$ cat src/tfm_regs.svh
// Purpose: register offsets, field positions and reset values of the threshold flag block
// Assumes: 10-bit register address, 8-bit registers
// Notes:   definitions only
`ifndef TFM_REGS_SVH
`define TFM_REGS_SVH
// register offsets
`define TFM_OFS_FLAG_CTL     10'h245
`define TFM_OFS_UPPER_LO     10'h247
`define TFM_OFS_UPPER_HI     10'h248
`define TFM_OFS_LOWER_LO     10'h249
`define TFM_OFS_LOWER_HI     10'h24A
`define TFM_OFS_DWELL_LO     10'h24B
`define TFM_OFS_DWELL_HI     10'h24C
`define TFM_OFS_SYNC_CTL     10'h26F
`define TFM_OFS_PERIOD0      10'h271
`define TFM_OFS_PERIOD1      10'h272
`define TFM_OFS_PERIOD2      10'h273
`define TFM_OFS_IRQ_STATUS   10'h280
`define TFM_OFS_IRQ_MASK     10'h281
`define TFM_OFS_LIVE_STATE   10'h282
// flag control fields
`define TFM_FLAG_EN          0
`define TFM_FLAG_FVAL        2
`define TFM_FLAG_FORCE       3
// monitor sync control fields
`define TFM_SYNC_EN          0
`define TFM_SYNC_NEXT        1
// interrupt status / mask fields
`define TFM_IRQ_RISE         0
`define TFM_IRQ_FALL         1
`define TFM_IRQ_SYNC         2
// reset values
`define TFM_RST_BYTE         8'h00
`define TFM_RST_PERIOD0      8'h80
`define TFM_RST_PERIOD_HI    8'h00
// high threshold bytes keep five bits
`define TFM_HI_MASK          8'h1F
`endif

$ cat src/tfm_pkg.sv
// Purpose: shared types of the threshold flag block
// Assumes: nothing beyond SystemVerilog
// Notes:   constants live in tfm_regs.svh
package tfm_pkg;
  // flag tracking state, one-hot
  typedef enum logic [1:0] {
    TFM_FLAG_LOW  = 2'b01,
    TFM_FLAG_HIGH = 2'b10
  } tfm_flag_state_t;
  typedef logic [12:0] tfm_thresh_t;  // threshold and magnitude
  typedef logic [15:0] tfm_dwell_t;   // dwell counter
  typedef logic [23:0] tfm_period_t;  // monitor period counter
endpackage

$ cat src/tfm_top.sv
// Purpose: threshold flag pin control and signal-monitor period sync for one channel
// Assumes: 40 MHz mclk_i; fine_mag_i on the same clock; sysref_i asynchronous
// Notes:   registers at their printed offsets over a plain strobe port
// Operation
// - flag driven by comparison only when enabled
// - force bit overrides comparison result
// - forced pin takes the force value bit
// - upper threshold thirteen bits over two registers
// - lower threshold thirteen bits over two registers
// - dwell count below lower clears flag
// - sync enable aligns monitor to sysref
// - next mode uses only first sysref edge
// - next mode clears sync enable after use
// - monitor runs over 24-bit even period
`timescale 1ns/1ps
`default_nettype none
`include "tfm_regs.svh"
module tfm_top
  import tfm_pkg::*;
(
  input  wire logic        mclk_i,        // 40 MHz
  input  wire logic        rst_n_i,       // async, active low
  input  wire logic        ce_i,          // freezes all state while low
  input  wire logic [9:0]  addr_i,        // register offset
  input  wire logic [7:0]  wdata_i,       // write data
  input  wire logic        wr_i,          // write strobe
  input  wire logic        rd_i,          // read strobe
  output logic      [7:0]  rdata_o,       // read data, cycle after rd_i
  input  wire logic [12:0] fine_mag_i,    // fine adc magnitude
  input  wire logic        sysref_i,      // timing reference pin
  output logic             threshold_flag_pin_o,
  output logic             period_tick_o, // monitor period boundary
  output logic             irq_o          // level interrupt
);

  // register file
  logic [7:0]  flag_ctl, upper_lo, upper_hi, lower_lo, lower_hi;
  logic [7:0]  dwell_lo, dwell_hi, sync_ctl, period0, period1, period2;
  logic [2:0]  irq_status, irq_mask;
  logic [7:0]  next_flag_ctl, next_upper_lo, next_upper_hi, next_lower_lo, next_lower_hi;
  logic [7:0]  next_dwell_lo, next_dwell_hi, next_sync_ctl, next_period0, next_period1, next_period2;
  logic [2:0]  next_irq_status, next_irq_mask;
  logic [7:0]  next_rdata;
  logic        next_irq;
  // flag datapath
  tfm_flag_state_t flag_st, next_flag_st;
  tfm_dwell_t      dwell_cnt, next_dwell_cnt;
  logic            next_pin;
  // sync and period
  logic            sref_meta, sref_sync, sref_prev;
  tfm_period_t     pcnt, next_pcnt;
  logic            next_tick;

  // decoded views
  tfm_thresh_t upper_thr;
  tfm_thresh_t lower_thr;
  tfm_dwell_t  dwell_target;
  tfm_period_t period_val;
  logic        above_upper, below_lower, sref_edge, sync_hit;

  assign upper_thr    = {upper_hi[4:0], upper_lo};
  assign lower_thr    = {lower_hi[4:0], lower_lo};
  assign dwell_target = {dwell_hi, dwell_lo};
  assign period_val   = {period2, period1, period0};
  assign above_upper  = fine_mag_i > upper_thr;
  assign below_lower  = fine_mag_i < lower_thr;
  // first sync flop is read only by the second one
  assign sref_edge    = sref_sync & ~sref_prev;
  // an edge only counts while sync is enabled; disabled means ignored
  assign sync_hit     = sref_edge & sync_ctl[`TFM_SYNC_EN];

  // flag next state: enable gates tracking; force decides the pin over enable and compare
  always_comb begin
    next_flag_st   = flag_st;
    next_dwell_cnt = dwell_cnt;
    next_pin       = 1'b0;
    if (!flag_ctl[`TFM_FLAG_EN]) begin
      // disabled: tracking parked, dwell counter kept loaded
      next_flag_st   = TFM_FLAG_LOW;
      next_dwell_cnt = dwell_target;
    end else begin
      unique case (flag_st)
        TFM_FLAG_LOW: begin
          next_dwell_cnt = dwell_target;
          if (above_upper) begin
            next_flag_st = TFM_FLAG_HIGH;
          end
        end
        TFM_FLAG_HIGH: begin
          if (above_upper || !below_lower) begin
            // any sample not below lower restarts the dwell
            next_dwell_cnt = dwell_target;
          end else if (dwell_cnt == 16'h0000) begin
            next_flag_st   = TFM_FLAG_LOW;
            next_dwell_cnt = dwell_target;
          end else begin
            next_dwell_cnt = dwell_cnt - 16'h0001;
          end
        end
        default: begin
          next_flag_st   = TFM_FLAG_LOW;
          next_dwell_cnt = dwell_target;
        end
      endcase
    end
    if (flag_ctl[`TFM_FLAG_FORCE]) begin
      next_pin = flag_ctl[`TFM_FLAG_FVAL];
    end else begin
      next_pin = flag_ctl[`TFM_FLAG_EN] && (next_flag_st == TFM_FLAG_HIGH);
    end
  end

  // flag registers
  always_ff @(posedge mclk_i or negedge rst_n_i) begin
    if (!rst_n_i) begin
      flag_st              <= TFM_FLAG_LOW;
      dwell_cnt            <= 16'h0000;
      threshold_flag_pin_o <= 1'b0;
    end else if (ce_i) begin
      flag_st              <= next_flag_st;
      dwell_cnt            <= next_dwell_cnt;
      threshold_flag_pin_o <= next_pin;
    end
  end

  // sysref synchroniser and edge history
  always_ff @(posedge mclk_i or negedge rst_n_i) begin
    if (!rst_n_i) begin
      sref_meta <= 1'b0;
      sref_sync <= 1'b0;
      sref_prev <= 1'b0;
    end else if (ce_i) begin
      sref_meta <= sysref_i;
      sref_sync <= sref_meta;
      sref_prev <= sref_sync;
    end
  end

  // monitor period counter; odd or zero periods are unsupported and
  // simply wrap at whatever period_val - 1 gives
  always_comb begin
    next_tick = 1'b0;
    if (sync_hit) begin
      next_pcnt = 24'h000000;
    end else if (pcnt >= period_val - 24'h000001) begin
      next_pcnt = 24'h000000;
      next_tick = 1'b1;
    end else begin
      next_pcnt = pcnt + 24'h000001;
    end
  end

  always_ff @(posedge mclk_i or negedge rst_n_i) begin
    if (!rst_n_i) begin
      pcnt          <= 24'h000000;
      period_tick_o <= 1'b0;
    end else if (ce_i) begin
      pcnt          <= next_pcnt;
      period_tick_o <= next_tick;
    end
  end

  // register writes, hardware clears and interrupt status
  always_comb begin
    next_flag_ctl   = flag_ctl;
    next_upper_lo   = upper_lo;
    next_upper_hi   = upper_hi;
    next_lower_lo   = lower_lo;
    next_lower_hi   = lower_hi;
    next_dwell_lo   = dwell_lo;
    next_dwell_hi   = dwell_hi;
    next_sync_ctl   = sync_ctl;
    next_period0    = period0;
    next_period1    = period1;
    next_period2    = period2;
    next_irq_mask   = irq_mask;
    next_irq_status = irq_status;
    if (wr_i) begin
      unique case (addr_i)
        `TFM_OFS_FLAG_CTL:   next_flag_ctl = wdata_i & 8'h0D;
        `TFM_OFS_UPPER_LO:   next_upper_lo = wdata_i;
        `TFM_OFS_UPPER_HI:   next_upper_hi = wdata_i & `TFM_HI_MASK;
        `TFM_OFS_LOWER_LO:   next_lower_lo = wdata_i;
        `TFM_OFS_LOWER_HI:   next_lower_hi = wdata_i & `TFM_HI_MASK;
        `TFM_OFS_DWELL_LO:   next_dwell_lo = wdata_i;
        `TFM_OFS_DWELL_HI:   next_dwell_hi = wdata_i;
        `TFM_OFS_SYNC_CTL:   next_sync_ctl = wdata_i & 8'h03;
        `TFM_OFS_PERIOD0:    next_period0  = wdata_i;
        `TFM_OFS_PERIOD1:    next_period1  = wdata_i;
        `TFM_OFS_PERIOD2:    next_period2  = wdata_i;
        `TFM_OFS_IRQ_MASK:   next_irq_mask = wdata_i[2:0];
        `TFM_OFS_IRQ_STATUS: next_irq_status = irq_status & ~wdata_i[2:0]; // write one clears
        default: ;           // unmapped writes are dropped
      endcase
    end
    // the edge that was used wins over a same-cycle software write
    if (sync_hit && sync_ctl[`TFM_SYNC_NEXT]) begin
      next_sync_ctl[`TFM_SYNC_EN] = 1'b0;
    end
    // events set after the clear so a set is never lost
    if (next_pin && !threshold_flag_pin_o) begin
      next_irq_status[`TFM_IRQ_RISE] = 1'b1;
    end
    if (!next_pin && threshold_flag_pin_o) begin
      next_irq_status[`TFM_IRQ_FALL] = 1'b1;
    end
    if (sync_hit) begin
      next_irq_status[`TFM_IRQ_SYNC] = 1'b1;
    end
    next_irq = |(next_irq_status & next_irq_mask);
  end

  // read mux; reserved bits and unmapped offsets read zero
  always_comb begin
    next_rdata = 8'h00;
    if (rd_i) begin
      unique case (addr_i)
        `TFM_OFS_FLAG_CTL:   next_rdata = flag_ctl;
        `TFM_OFS_UPPER_LO:   next_rdata = upper_lo;
        `TFM_OFS_UPPER_HI:   next_rdata = upper_hi;
        `TFM_OFS_LOWER_LO:   next_rdata = lower_lo;
        `TFM_OFS_LOWER_HI:   next_rdata = lower_hi;
        `TFM_OFS_DWELL_LO:   next_rdata = dwell_lo;
        `TFM_OFS_DWELL_HI:   next_rdata = dwell_hi;
        `TFM_OFS_SYNC_CTL:   next_rdata = sync_ctl;
        `TFM_OFS_PERIOD0:    next_rdata = period0;
        `TFM_OFS_PERIOD1:    next_rdata = period1;
        `TFM_OFS_PERIOD2:    next_rdata = period2;
        `TFM_OFS_IRQ_STATUS: next_rdata = {5'h00, irq_status};
        `TFM_OFS_IRQ_MASK:   next_rdata = {5'h00, irq_mask};
        `TFM_OFS_LIVE_STATE: next_rdata = {6'h00, flag_st == TFM_FLAG_HIGH, threshold_flag_pin_o};
        default:             next_rdata = 8'h00;
      endcase
    end
  end

  // register file flops
  always_ff @(posedge mclk_i or negedge rst_n_i) begin
    if (!rst_n_i) begin
      flag_ctl   <= `TFM_RST_BYTE;
      upper_lo   <= `TFM_RST_BYTE;
      upper_hi   <= `TFM_RST_BYTE;
      lower_lo   <= `TFM_RST_BYTE;
      lower_hi   <= `TFM_RST_BYTE;
      dwell_lo   <= `TFM_RST_BYTE;
      dwell_hi   <= `TFM_RST_BYTE;
      sync_ctl   <= `TFM_RST_BYTE;
      period0    <= `TFM_RST_PERIOD0;
      period1    <= `TFM_RST_PERIOD_HI;
      period2    <= `TFM_RST_PERIOD_HI;
      irq_status <= 3'h0;
      irq_mask   <= 3'h0;
      irq_o      <= 1'b0;
      rdata_o    <= 8'h00;
    end else if (ce_i) begin
      flag_ctl   <= next_flag_ctl;
      upper_lo   <= next_upper_lo;
      upper_hi   <= next_upper_hi;
      lower_lo   <= next_lower_lo;
      lower_hi   <= next_lower_hi;
      dwell_lo   <= next_dwell_lo;
      dwell_hi   <= next_dwell_hi;
      sync_ctl   <= next_sync_ctl;
      period0    <= next_period0;
      period1    <= next_period1;
      period2    <= next_period2;
      irq_status <= next_irq_status;
      irq_mask   <= next_irq_mask;
      irq_o      <= next_irq;
      rdata_o    <= next_rdata;
    end
  end
endmodule
`default_nettype wire

$ cat config.mk
export PLATFORM = sky130hd
export DESIGN_NAME = tfm_top
export DESIGN_NICKNAME = d
export VERILOG_FILES = /design/src/tfm_pkg.sv /design/src/tfm_top.sv
export VERILOG_INCLUDE_DIRS = /design/src
export SDC_FILE = /design/constraint.sdc
export NUM_CORES = 1
export LEC_CHECK = 0
export BUFFER_PORTS_ARGS = -buffer_cell sky130_fd_sc_hd__buf_2
export CAP_MARGIN = 10
export CORE_ASPECT_RATIO = 0.8
export CORE_UTILIZATION = 30
export DETAILED_ROUTE_END_ITERATION = 16
export HOLD_SLACK_MARGIN = 0.15
export SETUP_SLACK_MARGIN = 0.5
export SLEW_MARGIN = 10
export SYNTH_ARGS = -nofsm -noshare
export SYNTH_HDL_FRONTEND = slang
export SYNTH_SLANG_ARGS = --single-unit
$ cat constraint.sdc
create_clock -name mclk_i -period 3.7 [get_ports mclk_i]
set_input_delay 0.185 -clock mclk_i [delete_from_list [all_inputs] [get_ports mclk_i]]
set_output_delay 0.185 -clock mclk_i [all_outputs]
set_load 0.02 [all_outputs]
# Word-level counts from Yosys, hierarchy flattened
# Index checks and enable logic that the tools add are counted.
# Widths: inputs -> output; s select.
[op_classes] add_sub_neg=3 n_lt_le_gt_ge=3 n_eq_ne=17 mux=26 n_bitwise=6 reduce_logical=24
[op_table] operator="$eq 10x10->1 const B" count=14
[op_table] operator="$pmux 8 s14" count=1
[op_table] operator="$mux 16" count=4
[op_table] operator="$mux 24" count=2
[op_table] operator="$reduce_and 3->1" count=12
[op_table] operator="$add 24x1->24 const B" count=1
[op_table] operator="$ge 24x24->1" count=1
[op_table] operator="$sub 24x1->24 const B" count=1
[op_table] operator="$logic_not 16->1" count=1
[op_table] operator="$sub 16x1->16 const B" count=1
[op_table] operator="$gt 13x13->1" count=1
[op_table] operator="$lt 13x13->1" count=1
[op_table] operator="$mux 3" count=4
[op_table] operator="$mux 1" count=9
[op_table] operator="$mux 2" count=4
[op_table] operator="$mux 8" count=1
[op_table] operator="$and 3x3->3" count=2
[op_table] operator="$eq 2x2->1 const B" count=2
[op_table] operator="$logic_and 1x1->1" count=4
[op_table] operator="$pmux 2 s2" count=1
[op_table] operator="$reduce_bool 2->1" count=2
[op_table] operator="$logic_not 1->1" count=3
[op_table] operator="$not 3->3" count=1
[op_table] operator="$reduce_or 3->1" count=1
[op_table] operator="4 further kinds" count=5
[totals] regBits=133 inputBits=37 out_inout_bits=11 word_cells=103

# Longest topological paths before layout
[depth] depth_word=14 depth_mapped=16 depth_no_buf=15

# Least setup slack after synthesis
# No wires, ideal clock.
[synth_timing] kind="register to register" from="reg period1[3]" to="reg pcnt[23]" setup_ns=0.101 arrival_time_ns=3.658 required_time_ns=3.599 path_slack_ns=-0.058 path_stages_with_launch=16 n_path_buf=1 cell_sequence="dfrtp_1 -> or3_1 -> nor3_1 -> nand4_1 -> nor3_1 -> xnor2_1 -> ha_1 -> a21o_1 -> a21o_1 -> a21oi_1 -> or3b_1 -> a211o_1 -> o32ai_4 -> nand3_2 -> buf_2 -> o311ai_2"
[synth_between] elab_chain_len=4
[synth_rtl] item="start, declared" line_no="tfm_top.sv:38" rtl="logic [7:0] dwell_lo, dwell_hi, sync_ctl, period0, period1, period2;"
[synth_rtl] item="start signal, assigned" line_no="tfm_top.sv:249" rtl="period1 <= `TFM_RST_PERIOD_HI;"
[synth_rtl] item="start signal, assigned" line_no="tfm_top.sv:265" rtl="period1 <= next_period1;"
[synth_rtl] item="$sub 24x1->24" line_no="tfm_top.sv:145" rtl="end else if (pcnt >= period_val - 24'h000001) begin"
[synth_rtl] item="$ge 24x24->1" line_no="tfm_top.sv:145"
[synth_rtl] item="$mux 24" line_no="tfm_top.sv:145"
[synth_rtl] item="$mux 24" line_no="tfm_top.sv:143" rtl="if (sync_hit) begin"
[synth_rtl] item="end signal, assigned" line_no="tfm_top.sv:158" rtl="pcnt <= next_pcnt;"
[synth_rtl] item="end, declared" line_no="tfm_top.sv:51" rtl="tfm_period_t pcnt, next_pcnt;"
# No other way between the ends.
# A chain may end at the register's enable or synchronous reset.

# Worst setup path after layout
[layout_timing] from="reg period1[3]" to="reg pcnt[14]"
# Same word-level chain as after synthesis.

==> impl_metrics.yaml <==
setup_path:
  path_cells: "or3_4, nor3_4, nand4_1, nor3_2, xnor2_1, ha_1, a21o_1, a21o_1, a21oi_2, or3b_1, a211o_1, o32ai_4, nand3_2, buf_6, o311ai_1"
  startpoint_type: "flop"
  path_buf_inv: 1
  worstPathArrival_ns: 4.04
  worstSetupEndpointType: "flop"
  worstPathRequired_ns: 4.01
  timing_worst_setup_path_type: "flop to flop"
  crit_slowest_cell: "or3_4"
  path_common_cell: "a21o_1"
  critPathTopFamily: "simple AND/OR/NAND/NOR gates"
  max_stage_delay_ns: 0.41
  cp_max_fo: 12
die:
  rows: 53
  die_w_um: 187
  start_util: 0.309
  core-area_sq_um: 26700
  die_area_sq_um: 28100
  die_h_um: 150
  io_pins: 48
power:
  peakVddDrop_mv: 0.219
  clockPowerShare: 0.394
  p_per_area_nw_per_um2: 449
  swShare: 0.297
  p_int_w: 0.00315
  power_frac_comb: 0.213
  power.share.sequential: 0.393
  p_sw_w: 0.00133
  p_leak_nw: 4.65
timing:
  rsz0062_at_grt: "true"
  fin_crit_sh: 1.01
  tightest_slew_ns: 0.787
  timing.fmax_ghz: 0.269
  hold_viol_final: 0
  setup_ws_ns: -0.0215
  slew_violations: 0
  setup_viol_count_final: 6
  slew_headroom: 0.473
  finalClockSkew_ns: 0.00534
  min_period_ns: 3.72
clock_network:
  cts-root-buf: "clkbuf_16"
  clk_latency_ns: 0.42
  clk_pin_slew_ns: 0.06
  htreeDepth: 4
  cts_made_buffers: 17
  clock-sinks: 133
  cts.path.max_buffers: 2
  tritoncts: "done"
cells_and_area:
  antennaDiodeCount: 0
  final_cells: 1298
  drive_gt1_frac: 0.234
  nNetsFinal: 1019
  area_growth_pct: 20.9
synth:
  synth-seq-cells: 133
  synth_edf_count: 0
  async_flop_share: 1.00
  syn_area_per_cell_sq_um: 9.73
  ys_warn_count: 0
  synthCells: 847
  ys.flop_type: "dfrtp_1"
  synth_cell_types: 68
  syn-num-nets: 938
  seq_area_frac_synth: 0.404
  netlist_area_sq_um: 8240
detailed_routing:
  drt-wirelength-per-cell_um: 18.0
  via_per_inst: 5.37
  drt_pass1_iterations: 5
  drtIter0Drc: 531
  antenna_left: 0
  num_vias: 6969
  drc: 0
  wirelength_um: 23300
worst_hold_path:
  holdCritPathClass: "primary input to flop"
run:
  drv_cap: 0
grt:
  grt-ovfl-total: 0
  first_global_vias: 6402
  grt_max_degree: 75
  grt_usage: 0.172
  antenna_found_initial: 0
  grt_pass1_wl_um: 37200
run_status:
  run_status: "finished with violations"
  failed_checks: "negative setup slack"
place:
  dp_slack_ns: -0.0769
  io_buffers: 47
  hpwl_um: 16700
  gp_congestion: 0.826
  placedCellCount: 1252
repair_timing:
item                                   4_1_cts  5_1_grt
cloned                                       1        1
resized for setup                           13       10
endpoints found under the hold margin       76        0
hold buffers                                 6        0
pin swaps                                    6        9
setup buffers                                4        2
setup endpoints to repair                   25       25
final timing paths:
check	start	slack, ns	cells past startpoint	endpoint
setup / recovery	period1[3]$_DFFE_PN0P_	-0.02	15	pcnt[14]$_DFFE_PN0P_
hold / removal	wr_i	0.22	3	irq_mask[2]$_DFFE_PN0P_
setup reg to reg	period1[3]$_DFFE_PN0P_	-0.02	15	pcnt[14]$_DFFE_PN0P_
hold reg to reg	rdata_o[6]$_DFFE_PN0P_	0.49	1	rdata_o[6]$_DFFE_PN0P_
max in group asynchronous	rst_n_i	2.38	3	period0[7]$_DFFE_PN1P_
min in group asynchronous	rst_n_i	0.38	2	dwell_cnt[4]$_DFFE_PN0P_
cell families (layout without fill, tap and decap cells):
group           Yosys count  count (layout)  synth area share
buf+inv                  82             176            0.0389
compound gates          178             178             0.149
simple gates            295             295             0.185
fa+ha+maj                54              54            0.0820
mux                      83              83             0.117
flops                   133             133             0.404
xor+xnor                 22              22            0.0234
state kept, by name, indices dropped and copies added (netlist names), 2 cells and up:
name,flops
dwell_cnt,16
dwell_hi,8
dwell_lo,8
flag_ctl,3
flag_st,2
irq_mask,3
irq_status,3
lower_hi,5
lower_lo,8
pcnt,24
period0,8
period1,8
period2,8
rdata_o,8
sync_ctl,2
upper_hi,5
upper_lo,8
cells in the mapped netlist, drive strengths merged (3+ instances only):
| cell | n | area share |
|---|---|---|
| a21o | 7 | 0.0064 |
| a21oi | 32 | 0.019 |
| a221o | 3 | 0.0036 |
| a221oi | 8 | 0.0085 |
| a222oi | 4 | 0.0049 |
| a22o | 6 | 0.0064 |
| a22oi | 6 | 0.0055 |
| a31oi | 12 | 0.0091 |
| a41oi | 3 | 0.0032 |
| and2 | 5 | 0.0038 |
| and3 | 10 | 0.0076 |
| and4 | 3 | 0.0032 |
| and4b | 3 | 0.0036 |
| buf | 10 | 0.0061 |
| clkbuf | 25 | 0.011 |
| dfrtp | 131 | 0.40 |
| ha | 54 | 0.082 |
| inv | 47 | 0.021 |
| mux2 | 69 | 0.094 |
| mux2i | 10 | 0.012 |
| mux4 | 4 | 0.011 |
| nand2 | 83 | 0.038 |
| nand2b | 10 | 0.0076 |
| nand3 | 26 | 0.016 |
| nand3b | 4 | 0.0036 |
| nand4 | 27 | 0.020 |
| nand4b | 4 | 0.0043 |
| nor2 | 44 | 0.020 |
| nor2b | 12 | 0.0091 |
| nor3 | 33 | 0.021 |
| nor4 | 10 | 0.0076 |
| o211ai | 5 | 0.0046 |
| o21ai | 48 | 0.029 |
| o221ai | 3 | 0.0032 |
| o22ai | 6 | 0.0046 |
| o2bb2ai | 13 | 0.014 |
| o311ai | 8 | 0.0094 |
| or2 | 4 | 0.0030 |
| or3 | 8 | 0.0067 |
| or4 | 3 | 0.0027 |
| xnor2 | 12 | 0.013 |
| xor2 | 10 | 0.011 |
routing by layer:
layer  global-route usage  routed length (um)
met1                0.261               11900
met5                    0                   0
met4               0.0357                 165
met3               0.0368                1540
met2                0.248                9780
per-stage QoR:
step	setup TNS (ns)	cell area, sq um	hold slack [ns]	util	total power (W)
finish	-0.0715	9960	0.221	0.374	0.00447
global route	-4.14	9960	0.227	0.374	0.00470
CTS	0	9860	0.202	0.370	0.00443
detailed placement	-0.456	9070	0.266	0.340	0.00257
global placement	0	9070	0.264	0.340	0.00255
floorplan	0	8270	-0.111	-	0.00231
cell type report:
cell class,instances,area (sq um)
fill,2693,16700
inverter,47,176
sequential,133,3330
tap,357,447
clock buffer,23,488
clock inverter,9,124
timing repair buffer,97,693
multi-input combinational,632,4710
power groups by stage:
| stage | combinational [W] | clock [W] | sequential, W |
|---|---|---|---|
| CTS | 0.000880 | 0.00180 | 0.00175 |
| floorplan | 0.000592 | 0 | 0.00171 |
| global placement | 0.000780 | 0 | 0.00177 |
| global route | 0.00106 | 0.00186 | 0.00178 |
| finish | 0.000954 | 0.00176 | 0.00176 |
| detailed placement | 0.000798 | 0 | 0.00177 |
tightest hold or removal path: stages:
cell and delay, ns:
buf_2 0.13, nand3_1 0.13, mux2_2 0.16
cells in the final DEF, fill, tap and decap left out, types with 7 or more instances in the layout:
| cell type | count |
|---|---|
| o2bb2ai_1 | 10 |
| xnor2_1 | 12 |
| buf_2 | 46 |
| a221oi_1 | 8 |
| nor4_1 | 10 |
| nand2_1 | 82 |
| nand3_1 | 25 |
| nand2b_1 | 10 |
| buf_4 | 38 |
| clkbuf_16 | 18 |
| nor2b_1 | 12 |
| xor2_1 | 10 |
| and3_1 | 10 |
| mux2_2 | 69 |
| a21o_1 | 7 |
| inv_1 | 47 |
| o21ai_0 | 25 |
| nor3_1 | 30 |
| a21oi_1 | 30 |
| a31oi_1 | 12 |
| nand4_1 | 27 |
| nor2_1 | 43 |
| dfrtp_1 | 131 |
| ha_1 | 54 |
| mux2i_1 | 10 |
| o21ai_1 | 23 |
(Power assumes the default switching activity.)
